<file path="config.mk">
export PLATFORM = sky130hd
export DESIGN_NAME = quasi_bidir_port_pair
export DESIGN_NICKNAME = d
export VERILOG_FILES = /design/src/hdl/qport_pkg.sv /design/src/hdl/quasi_bidir_port_pair.sv
export SDC_FILE = /design/constraint.sdc
export NUM_CORES = 1
export LEC_CHECK = 0
export BUFFER_PORTS_ARGS = -buffer_cell sky130_fd_sc_hd__buf_2
export CAP_MARGIN = 5
export CORE_ASPECT_RATIO = 1.75
export CORE_MARGIN = 2
export CORE_UTILIZATION = 44
export DETAILED_ROUTE_END_ITERATION = 8
export PLACE_DENSITY = 0.75
export SKIP_CTS_REPAIR_TIMING = 1
export SLEW_MARGIN = 5
export SYNTH_ARGS = -nofsm -noshare
export SYNTH_HDL_FRONTEND = slang
export SYNTH_SLANG_ARGS = --single-unit
</file>
<file path="constraint.sdc">
create_clock -name i_clk_sys -period 0.8 [get_ports i_clk_sys]
set_input_delay 0.08 -clock i_clk_sys [delete_from_list [all_inputs] [get_ports i_clk_sys]]
set_output_delay 0.08 -clock i_clk_sys [all_outputs]
set_load 0.01 [all_outputs]
</file>
<file path="src/hdl/qport_pkg.sv">
// Purpose: Constants shared by the quasi-bidirectional port pair
// Assumes: One core clock, synchronous active-low reset
// Notes: Pulse width of the strong high driver is a fixed cycle count
package qport_pkg;
	localparam int PORT_W = 8;
	localparam logic [7:0] LATCH_RST = 8'hFF;
	// Strong high driver time, in ns, and its cycle count at 25 MHz
	localparam int BOOST_NS = 40;
	localparam int CLK_NS = 40;
	localparam int BOOST_CYC = (BOOST_NS + CLK_NS - 1) / CLK_NS;
	localparam logic [1:0] BOOST_LOAD = 2'(BOOST_CYC);
	localparam int MEM_CE_LO = 0;
	localparam int MEM_ADDR_LO = 4;
	localparam int CAN0_TX_BIT = 0;
	localparam int CAN0_RX_BIT = 1;
	localparam int CAN1_RX_BIT = 2;
	localparam int CAN1_TX_BIT = 3;
	localparam int PCE_LO = 4;
	localparam int PCE_N = 4;
	localparam int MEM_CE_N = 4;
	localparam int MEM_ADDR_N = 4;
	localparam int BOOST_W = 2;
endpackage

</file>
<file path="src/hdl/quasi_bidir_port_pair.sv">
// Purpose: Two 8-bit quasi-bidirectional ports with alternate functions
// Assumes: Pins resolved outside; weak pullup is external to these signals
// Notes: Output enable is active low; strong-high pulse follows a 0-to-1 write
// Functional notes
// - Two eight-pin ports, GPIO or alternate function
// - Per-pin memory or GPIO select by config
// - Reset sets all latches, weak pullup only
// - Latch one is input; pin level reported
// - Writing zero holds strong pulldown
// - Zero-to-one write pulses strong high driver
// - Memory mode bits 0-3 are chip enables
// - Memory mode bits 4-7 are address 16-19
// - CAN port bit0 transmit, bit1 receive
// - CAN port bit2 receive, bit3 transmit
// - Relocate bit moves second serial transmit to bit3; receive is always read from bit2
// - CAN port bits 4-7 peripheral enables
`timescale 1ns/1ns
module quasi_bidir_port_pair (
	input wire logic i_clk_sys,
	input wire logic i_rst_n,
	input wire logic [qport_pkg::PORT_W-1:0] i_mem_wr_data,
	input wire logic i_mem_wr,
	input wire logic [qport_pkg::PORT_W-1:0] i_can_wr_data,
	input wire logic i_can_wr,
	input wire logic [qport_pkg::PORT_W-1:0] i_mem_port_function_config,
	input wire logic [3:0] i_prog_chip_enable,
	input wire logic [3:0] i_upper_addr,
	input wire logic i_can_enable,
	input wire logic i_can_first_transmit,
	input wire logic i_can_second_transmit,
	input wire logic i_serial1_pin_relocate,
	input wire logic i_serial_second_transmit,
	input wire logic [3:0] i_periph_enable_sel,
	input wire logic [3:0] i_periph_enable,
	input wire logic [qport_pkg::PORT_W-1:0] i_mem_pin,
	input wire logic [qport_pkg::PORT_W-1:0] i_can_pin,
	output logic [qport_pkg::PORT_W-1:0] o_mem_pin,
	output logic [qport_pkg::PORT_W-1:0] o_mem_pin_oe_n,
	output logic [qport_pkg::PORT_W-1:0] o_can_pin,
	output logic [qport_pkg::PORT_W-1:0] o_can_pin_oe_n,
	output logic [qport_pkg::PORT_W-1:0] o_mem_rd_data,
	output logic [qport_pkg::PORT_W-1:0] o_can_rd_data,
	output logic o_can_first_receive,
	output logic o_can_second_receive,
	output logic o_serial_second_receive
);
	import qport_pkg::*;

	typedef struct packed {
		logic [PORT_W-1:0] mem_latch;
		logic [PORT_W-1:0] can_latch;
		logic [PORT_W*BOOST_W-1:0] mem_boost;
		logic [PORT_W*BOOST_W-1:0] can_boost;
		logic [PORT_W-1:0] mem_pin;
		logic [PORT_W-1:0] mem_oe_n;
		logic [PORT_W-1:0] can_pin;
		logic [PORT_W-1:0] can_oe_n;
		logic [PORT_W-1:0] mem_rd;
		logic [PORT_W-1:0] can_rd;
		logic can0_rx;
		logic can1_rx;
		logic ser1_rx;
	} state_t;

	state_t s_q;
	state_t s_d;

	// ****************************************
	// Alternate function select, memory-capable port
	// ****************************************
	logic [PORT_W-1:0] mem_alt;
	logic [PORT_W-1:0] mem_alt_v;

	assign mem_alt[MEM_CE_LO +: MEM_CE_N] = i_prog_chip_enable;
	assign mem_alt[MEM_ADDR_LO +: MEM_ADDR_N] = i_upper_addr;
	assign mem_alt_v = i_mem_port_function_config;

	// ****************************************
	// Alternate function select, CAN-capable port
	// ****************************************
	logic [PORT_W-1:0] can_alt;
	logic [PORT_W-1:0] can_alt_v;

	assign can_alt[CAN0_TX_BIT] = i_can_first_transmit;
	assign can_alt_v[CAN0_TX_BIT] = i_can_enable;
	// Receive pins get no alternate drive; they follow their latch bit, so the far side can drive them only while that bit is one
	assign can_alt[CAN0_RX_BIT] = 1'b0;
	assign can_alt_v[CAN0_RX_BIT] = 1'b0;
	assign can_alt[CAN1_RX_BIT] = 1'b0;
	assign can_alt_v[CAN1_RX_BIT] = 1'b0;
	// Serial relocation wins over the second CAN transmit
	assign can_alt[CAN1_TX_BIT] = i_serial1_pin_relocate ? i_serial_second_transmit :
		i_can_second_transmit;
	assign can_alt_v[CAN1_TX_BIT] = i_can_enable || i_serial1_pin_relocate;
	assign can_alt[PCE_LO +: PCE_N] = i_periph_enable;
	assign can_alt_v[PCE_LO +: PCE_N] = i_periph_enable_sel;

	// ****************************************
	// Per-pin latch and driver cells
	// ****************************************
	logic [PORT_W-1:0] mem_latch_d;
	logic [PORT_W*BOOST_W-1:0] mem_boost_d;
	logic [PORT_W-1:0] mem_pin_d;
	logic [PORT_W-1:0] mem_oe_n_d;
	logic [PORT_W-1:0] can_latch_d;
	logic [PORT_W*BOOST_W-1:0] can_boost_d;
	logic [PORT_W-1:0] can_pin_d;
	logic [PORT_W-1:0] can_oe_n_d;

	for (genvar g = 0; g < PORT_W; g++) begin : g_pin
		qport_pin_cell #(
			.BW(BOOST_W)
		) mem_cell_u (
			.i_wr(i_mem_wr),
			.i_wr_bit(i_mem_wr_data[g]),
			.i_latch_q(s_q.mem_latch[g]),
			.i_boost_q(s_q.mem_boost[BOOST_W*g +: BOOST_W]),
			.i_boost_load(BOOST_LOAD),
			.i_alt_v(mem_alt_v[g]),
			.i_alt_bit(mem_alt[g]),
			.o_latch_d(mem_latch_d[g]),
			.o_boost_d(mem_boost_d[BOOST_W*g +: BOOST_W]),
			.o_pin_d(mem_pin_d[g]),
			.o_oe_n_d(mem_oe_n_d[g])
		);
		qport_pin_cell #(
			.BW(BOOST_W)
		) can_cell_u (
			.i_wr(i_can_wr),
			.i_wr_bit(i_can_wr_data[g]),
			.i_latch_q(s_q.can_latch[g]),
			.i_boost_q(s_q.can_boost[BOOST_W*g +: BOOST_W]),
			.i_boost_load(BOOST_LOAD),
			.i_alt_v(can_alt_v[g]),
			.i_alt_bit(can_alt[g]),
			.o_latch_d(can_latch_d[g]),
			.o_boost_d(can_boost_d[BOOST_W*g +: BOOST_W]),
			.o_pin_d(can_pin_d[g]),
			.o_oe_n_d(can_oe_n_d[g])
		);
	end

	// ****************************************
	// Next state
	// ****************************************
	always_comb begin
		s_d = s_q;
		s_d.mem_latch = mem_latch_d;
		s_d.mem_boost = mem_boost_d;
		s_d.mem_pin = mem_pin_d;
		s_d.mem_oe_n = mem_oe_n_d;
		s_d.can_latch = can_latch_d;
		s_d.can_boost = can_boost_d;
		s_d.can_pin = can_pin_d;
		s_d.can_oe_n = can_oe_n_d;
		s_d.mem_rd = i_mem_pin;
		s_d.can_rd = i_can_pin;
		s_d.can0_rx = i_can_pin[CAN0_RX_BIT];
		s_d.can1_rx = i_can_pin[CAN1_RX_BIT];
		s_d.ser1_rx = i_can_pin[CAN1_RX_BIT];
	end

	// ****************************************
	// State register
	// ****************************************
	always_ff @(posedge i_clk_sys) begin
		if (!i_rst_n) begin
			s_q <= '0;
			s_q.mem_latch <= LATCH_RST;
			s_q.can_latch <= LATCH_RST;
			s_q.mem_pin <= LATCH_RST;
			s_q.can_pin <= LATCH_RST;
			s_q.mem_oe_n <= LATCH_RST;
			s_q.can_oe_n <= LATCH_RST;
			s_q.can0_rx <= 1'b1;
			s_q.can1_rx <= 1'b1;
			s_q.ser1_rx <= 1'b1;
		end else begin
			s_q <= s_d;
		end
	end

	assign o_mem_pin = s_q.mem_pin;
	assign o_mem_pin_oe_n = s_q.mem_oe_n;
	assign o_can_pin = s_q.can_pin;
	assign o_can_pin_oe_n = s_q.can_oe_n;
	assign o_mem_rd_data = s_q.mem_rd;
	assign o_can_rd_data = s_q.can_rd;
	assign o_can_first_receive = s_q.can0_rx;
	assign o_can_second_receive = s_q.can1_rx;
	assign o_serial_second_receive = s_q.ser1_rx;
endmodule

// ****************************************
// Per-pin latch, transition driver and output select
// ****************************************
module qport_pin_cell #(
	parameter int BW = 2
) (
	input wire logic i_wr,
	input wire logic i_wr_bit,
	input wire logic i_latch_q,
	input wire logic [BW-1:0] i_boost_q,
	input wire logic [BW-1:0] i_boost_load,
	input wire logic i_alt_v,
	input wire logic i_alt_bit,
	output logic o_latch_d,
	output logic [BW-1:0] o_boost_d,
	output logic o_pin_d,
	output logic o_oe_n_d
);
	always_comb begin
		o_latch_d = i_wr ? i_wr_bit : i_latch_q;
		// Only a zero-to-one latch change starts the strong high pulse
		if (i_wr && i_wr_bit && !i_latch_q) begin
			o_boost_d = i_boost_load;
		end else if (i_boost_q != BW'(0)) begin
			o_boost_d = i_boost_q - BW'(1);
		end else begin
			o_boost_d = i_boost_q;
		end
		// Alternate functions drive both levels strongly
		if (i_alt_v) begin
			o_pin_d = i_alt_bit;
			o_oe_n_d = 1'b0;
		end else begin
			o_pin_d = o_latch_d;
			o_oe_n_d = o_latch_d && (o_boost_d == BW'(0));
		end
	end
endmodule

</file>
==> out/qor.yml, run 1 <==
critical_path:
  endpoint_kind: "output port"
  reg2regPathDepth: 3
  r2r_setup_slack_ns: -0.13
  cp_max_fo: 3
  crit_buf_inv: 2
  criticalPathCategory: "reg -> out"
  required_ns: 0.72
  r2r_end: "o_can_pin[3]"
  critPathMostFrequentCell: "buf_6"
  cp_top_family: "flip-flops"
  crit_slowest_cell: "dfxtp_2"
  rr_startpoint: "s_q[86]"
  cpPeakStageDelay_ns: 0.33
  arrival_ns: 0.89
  crit_chain: "buf_6, buf_6"
  start_kind: "flop"
run:
  drv_cap: 0
sta:
  slew_headroom_pct: 78.2
  setup_ws_ns: -0.169
  min_period_ns: 0.969
  tightestPinTransition_ns: 0.327
  finClkSkew_ns: 0.00522
  fmax_ghz: 1.03
  setup_violations: 54
  finalHoldWorstSlack_ns: -0.0285
  slew_viol_final: 0
  finalSetupTns_ns: -2.58
  hold_violations: 7
  rsz0062_at_grt: "true"
  post-route-period-util_pct: 121
pwr:
  total_leakage_power_uw: 0.00225
  ir_worst_vdd_mv: 1.27
  power_density_mw_per_mm2: 2130
floorplanning:
  rows: 41
  die_area_mm2: 0.00823
  pin_count: 116
  start_util_pct: 45.6
  die_w_um: 69.4
  core-area_mm2: 0.00723
  die_height_um: 119
cts:
  cts_tree: "built"
  clock_latency_ns: 0.34
  cts.clk_slew.worst_paths_ns: 0.06
  cts_max_level: 3
  cts_root_buf: "clkbuf_16"
  clock-sinks: 96
  clk_path_buf_depth: 2
  cts_made_buffers: 9
grt:
  grt_pass1_vias: 2613
  antenna_found_initial: 0
  groute.usage.overall_pct: 17.1
  grt_pass1_wl_mm: 11.2
  grt_overflow: 0
  grt_start_max_net_pins: 38
hold_path:
  hold_depth: 3
  holdPathEnd: "o_mem_pin[2]"
  worstHoldStart: "i_prog_chip_enable[2]"
  hold_path_class: "in -> reg"
placed_design:
  io_buffers: 115
  routabilityCongestion: 0.778
  dp_hpwl_mm: 5.01
  dpl.cell_count: 532
  placed_area_mm2: 0.00403
route:
  drc: 0
  routed_wl_mm: 7.69
  route.vias.total: 2845
  ant_nets: 0
  wl_per_cell_um: 13.2
  first_iter_violations: 111
  drt_pass1_iterations: 6
  routed_via_density: 4.88
synthesis:
  synth_cell_type_count: 30
  synthCells: 331
  syn_avg_cell_area_um2: 9.96
  async_flop_share_pct: 0
  synthFlopType: "dfxtp_1"
  yosysSeqAreaShare_pct: 58.3
  synth_area_mm2: 0.00330
  yosysWarningCount: 0
  synth_nets: 396
  synth-seq-cells: 96
  synth-edff-count: 0
final_layout:
  area_delta_synth_final_pct: 49.5
  regArea_mm2: 0.00197
  final_area_mm2: 0.00493
  diodes: 0
  fillers: 547
  multiInputGateArea_mm2: 0.00130
  layout.cells.non_filler: 583
  drive_above_1_share_pct: 43.1
  nets: 557
outcome:
  status: "finished with violations"
  violations: "hold timing, setup timing"
==> worst max path at each step <==
stage	from	end	slack, ns	cells past startpoint
global placement	i_rst_n	o_mem_pin[6]	-0.11	4
CTS	s_q[84]	o_can_pin[1]	-0.21	2
floorplan	s_q[86]	o_can_pin[3]	-0.06	3
finish	s_q[84]	o_can_pin[1]	-0.17	2
global route	s_q[84]	o_can_pin[1]	-0.19	2
detailed placement	i_rst_n	o_mem_pin[6]	-0.15	4
==> worst reg2reg max path: stages, from the launching register on <==
cell and delay (ns):
dfxtp_2 0.34, nand2b_1 0.08, nand4b_1 0.10, a221o_1 0.29
==> synthesized netlist by cell type (all sizes together) (4+ instances only) <==
cell	instances	area share, %
nand2	28	3.3
a22o	11	2.9
nor2	39	4.4
o21ai	5	0.76
and4	4	1.1
inv	6	0.68
dfxtp	96	58
nor2b	14	2.9
nand2b	30	5.7
o21a	12	2.7
nand3	26	3.9
and2	16	3.0
a21oi	5	0.76
buf	15	3.3
a31o	11	2.9
==> layout make-up <==
type                       count  area share (%)
clock inverter                 2           0.254
clock buffer                  14            5.56
inverter                       6           0.457
multi-input combinational    212            26.4
timing repair buffer         167            25.2
sequential                    96            39.9
tap                           86            2.18
==> flip-flops by register name, summed over array words and instances, names as in the netlist <==
| register | count |
|---|---|
| o_can_pin | 6 |
| o_serial_second_receive | 1 |
| o_can_first_receive | 1 |
| o_mem_pin_oe_n | 8 |
| s_q | 48 |
| o_mem_pin | 8 |
| o_can_pin_oe_n | 8 |
| o_mem_rd_data | 8 |
| o_can_rd_data | 8 |
==> per-stage QoR <==
step	setup slack (ns)	power, µW	hold WS, ns	util (%)
6_report	-0.169	10500	-0.0285	68.2
5_1_grt	-0.191	10900	-0.0358	68.2
4_1_cts	-0.212	10300	-0.0774	59.7
3_5_place_dp	-0.147	6210	0.277	55.7
3_3_place_gp	-0.105	6180	0.274	55.7
2_1_floorplan	-0.0595	5720	0.181	-
==> where the power goes <==
| group | internal [µW] | switching [µW] | total (µW) |
|---|---|---|---|
| combinational | 734 | 549 | 1280 |
| clock | 2360 | 1680 | 4040 |
| sequential | 5050 | 110 | 5160 |
| total | 8140 | 2340 | 10500 |
==> cell usage in the layout, fill, tap and decap left out, types with 11 or more instances in the layout <==
cell | synthesis | layout
buf_2 | 5 | 91
dfxtp_1 | 96 | 58
nor2_1 | 39 | 38
dfxtp_2 | 0 | 38
dlygate4sd3_1 | 0 | 32
nand2b_1 | 30 | 30
nand2_1 | 27 | 27
buf_6 | 2 | 26
nand3_1 | 26 | 19
and2_1 | 16 | 16
buf_4 | 8 | 15
nor2b_1 | 13 | 13
o21a_1 | 12 | 12
a22o_1 | 11 | 11
a31o_2 | 11 | 11
==> layer usage <==
metal	share of wire [%]	GRT usage [%]
met2	54	30.5
met1	38	17.7
met5	0	0
met4	2.3	7.97
met3	5.5	6.05
==> cell families (layout without fill, tap and decap cells) <==
| group | count (synthesis) | in the layout | synth area share [%] |
|---|---|---|---|
| and+or+nand+nor | 161 | 161 | 25.3 |
| DFF | 96 | 96 | 58.3 |
| AOI/OAI and AO/OA | 50 | 50 | 11.9 |
| buffers and inverters | 23 | 189 | 4.17 |
| muxes | 1 | 1 | 0.304 |
Power figures use the tool's default switching activity.
==> run 2: changes to the inputs <==
--- a/config.mk
+++ b/config.mk
@@ -5,13 +5,13 @@
 export SDC_FILE = /design/constraint.sdc
 export NUM_CORES = 1
 export LEC_CHECK = 0
-export BUFFER_PORTS_ARGS = -buffer_cell sky130_fd_sc_hd__buf_2
 export CAP_MARGIN = 5
 export CORE_ASPECT_RATIO = 1.75
 export CORE_MARGIN = 2
-export CORE_UTILIZATION = 44
+export CORE_UTILIZATION = 52
 export DETAILED_ROUTE_END_ITERATION = 8
-export PLACE_DENSITY = 0.75
+export DONT_BUFFER_PORTS = 1
+export PLACE_DENSITY = 0.7
 export SKIP_CTS_REPAIR_TIMING = 1
 export SLEW_MARGIN = 5
 export SYNTH_ARGS = -nofsm -noshare
==> run 2 against run 1 <==
Compared with the run above:
- count of clock-buffer cells in the layout down 2
- critical path type is now reg -> reg
- global-route usage down 0.61 points
- final cell count down 20%
- first-iteration DRC count up 42%
- via count down 14%
- maximum frequency up 4.8%
- power down 5.8%
- register-to-register slack about the same
- utilization up 0.75 points
- combinational power down 50%
- the flow still finishes with violations (hold timing, setup timing)
==> out/qor.yml, run 2 (synthesized netlist as in run 1, its figures left out) <==
outcome:
  status: "finished with violations"
  violations: "hold timing, setup timing"
grt:
  antenna_found_initial: 0
  grt_pass1_vias: 2105
  grt_start_max_net_pins: 83
  groute.usage.overall_pct: 16.5
  grt_overflow: 0
  grt_pass1_wl_mm: 8.89
cts:
  cts.clk_slew.worst_paths_ns: 0.09
  clock-sinks: 96
  clock_latency_ns: 0.36
  cts_root_buf: "clkbuf_8"
  clk_path_buf_depth: 2
  cts_tree: "built"
  cts_max_level: 3
  cts_made_buffers: 9
final_layout:
  multiInputGateArea_mm2: 0.00130
  utilization_pct: 68.9
  largest_reg_flops: 48
  diodes: 0
  nets: 447
  fillers: 438
  layout.cells.non_filler: 467
  drive_above_1_share_pct: 28.9
  regArea_mm2: 0.00200
  top_register: "s_q"
  layout_commonest_cell: "dfxtp_2"
  final_cell_mix: "63 x dfxtp_2, 53 x dlygate4sd3_1, 39 x nor2_1, 32 x dfxtp_1, 30 x nand2b_1"
  area_delta_synth_final_pct: 29.2
critical_path:
  start_kind: "flop"
  criticalPathCategory: "reg -> reg"
  cp_top_family: "flip-flops"
  crit_chain: "nand2b_1, nand4b_1, a221o_1"
  cpPeakStageDelay_ns: 0.34
  arrival_ns: 1.18
  required_ns: 1.05
  endpoint_kind: "flop"
  crit_buf_inv: 0
  cp_max_fo: 3
  crit_slowest_cell: "dfxtp_2"
sta:
  slew_headroom_pct: 75.7
  rsz0062_at_grt: "true"
  tightestPinTransition_ns: 0.364
  min_period_ns: 0.925
  finalHoldWorstSlack_ns: -0.205
  setup_violations: 12
  finClkSkew_ns: 0.00615
  finalSetupTns_ns: -0.421
  post-route-period-util_pct: 116
  hold_violations: 77
  slew_viol_final: 0
  setup_ws_ns: -0.125
  fmax_ghz: 1.08
route:
  routed_wl_mm: 6.91
  drt_pass1_iterations: 4
  wl_per_cell_um: 14.8
  routed_via_density: 5.25
  ant_nets: 0
  first_iter_violations: 158
  route.vias.total: 2454
  drc: 0
floorplanning:
  pin_count: 116
  rows: 38
  start_util_pct: 53.3
  die_area_mm2: 0.00702
  die_w_um: 64.2
  die_height_um: 109
  core-area_mm2: 0.00618
pwr:
  power_density_mw_per_mm2: 2320
  total_leakage_power_uw: 0.00173
  comb_power_share_pct: 6.5
  power_frac_seq_pct: 53.4
  sw_frac_of_total_pct: 20.9
  switching_power_uw: 2060
  p_int_uw: 7810
  p_clk_share_pct: 40.1
  ir_worst_vdd_mv: 1.66
placed_design:
  dpl.cell_count: 397
  routabilityCongestion: 0.724
  io_buffers: 0
  dp_hpwl_mm: 4.03
run:
  drv_cap: 0
hold_path:
  hold_path_class: "in -> reg"
run 2: cell types whose count changed in the layout (fill, tap and decap cells not counted), sizes merged:
cell	delta
dlygate4sd3	+21
buf	-131
clkbuf	-2
clkinvlp	-1
bufinv	+3
run 2: final timing paths:
path,startpoint,end,slack (ns),depth (start not counted)
worst min-delay path,i_rst_n,o_can_pin_oe_n[1],-0.21,1
worst max register to register,s_q[86],o_can_pin[3],-0.13,3
worst max-delay path,s_q[86],o_can_pin[3],-0.13,3
worst min register to register,s_q[57],s_q[58],0.45,2
run 2: area by class of cell:
| type | instances | share of cell area (%) |
|---|---|---|
| sequential | 96 | 47.1 |
| multi-input combinational | 212 | 30.4 |
| timing repair buffer | 57 | 13.4 |
| clock buffer | 12 | 3.88 |
| tap | 80 | 2.35 |
| clock inverter | 4 | 2.32 |
| inverter | 6 | 0.529 |
run 2: worst register-to-register path: cells and delay by family (launching register included):
kind | cells | cell delay [ns]
compound gates | 1 | 0.30
flops | 1 | 0.34
simple gates | 2 | 0.18
run 2: per-layer routing:
metal	up-vias	global-route usage, %	wire (µm)
met2	78	29.2	3660
li1	1212	-	-
met5	-	0	0
met1	1155	16.8	2750
met4	0	11.9	126
met3	9	3.99	361
run 2: stage by stage:
stage / hold WS, ns / area [µm²] / total power, µW / setup slack [ns]
after floorplan: 0.181 / 3300 / 5720 / -0.0595
after global placement: 0.146 / 3300 / 5700 / -0.0812
after detailed placement: 0.147 / 3300 / 5720 / -0.116
after CTS: -0.237 / 3570 / 9630 / -0.129
after global routing: -0.225 / 4260 / 10200 / -0.168
final: -0.205 / 4260 / 9870 / -0.125
run 2: power by group through the flow:
stage | registers, µW | logic [µW] | clock network, µW
floorplan | 5290 | 427 | 0
global placement | 5320 | 372 | 0
detailed placement | 5330 | 386 | 0
CTS | 5220 | 388 | 4020
global route | 5290 | 708 | 4190
finish | 5270 | 644 | 3960
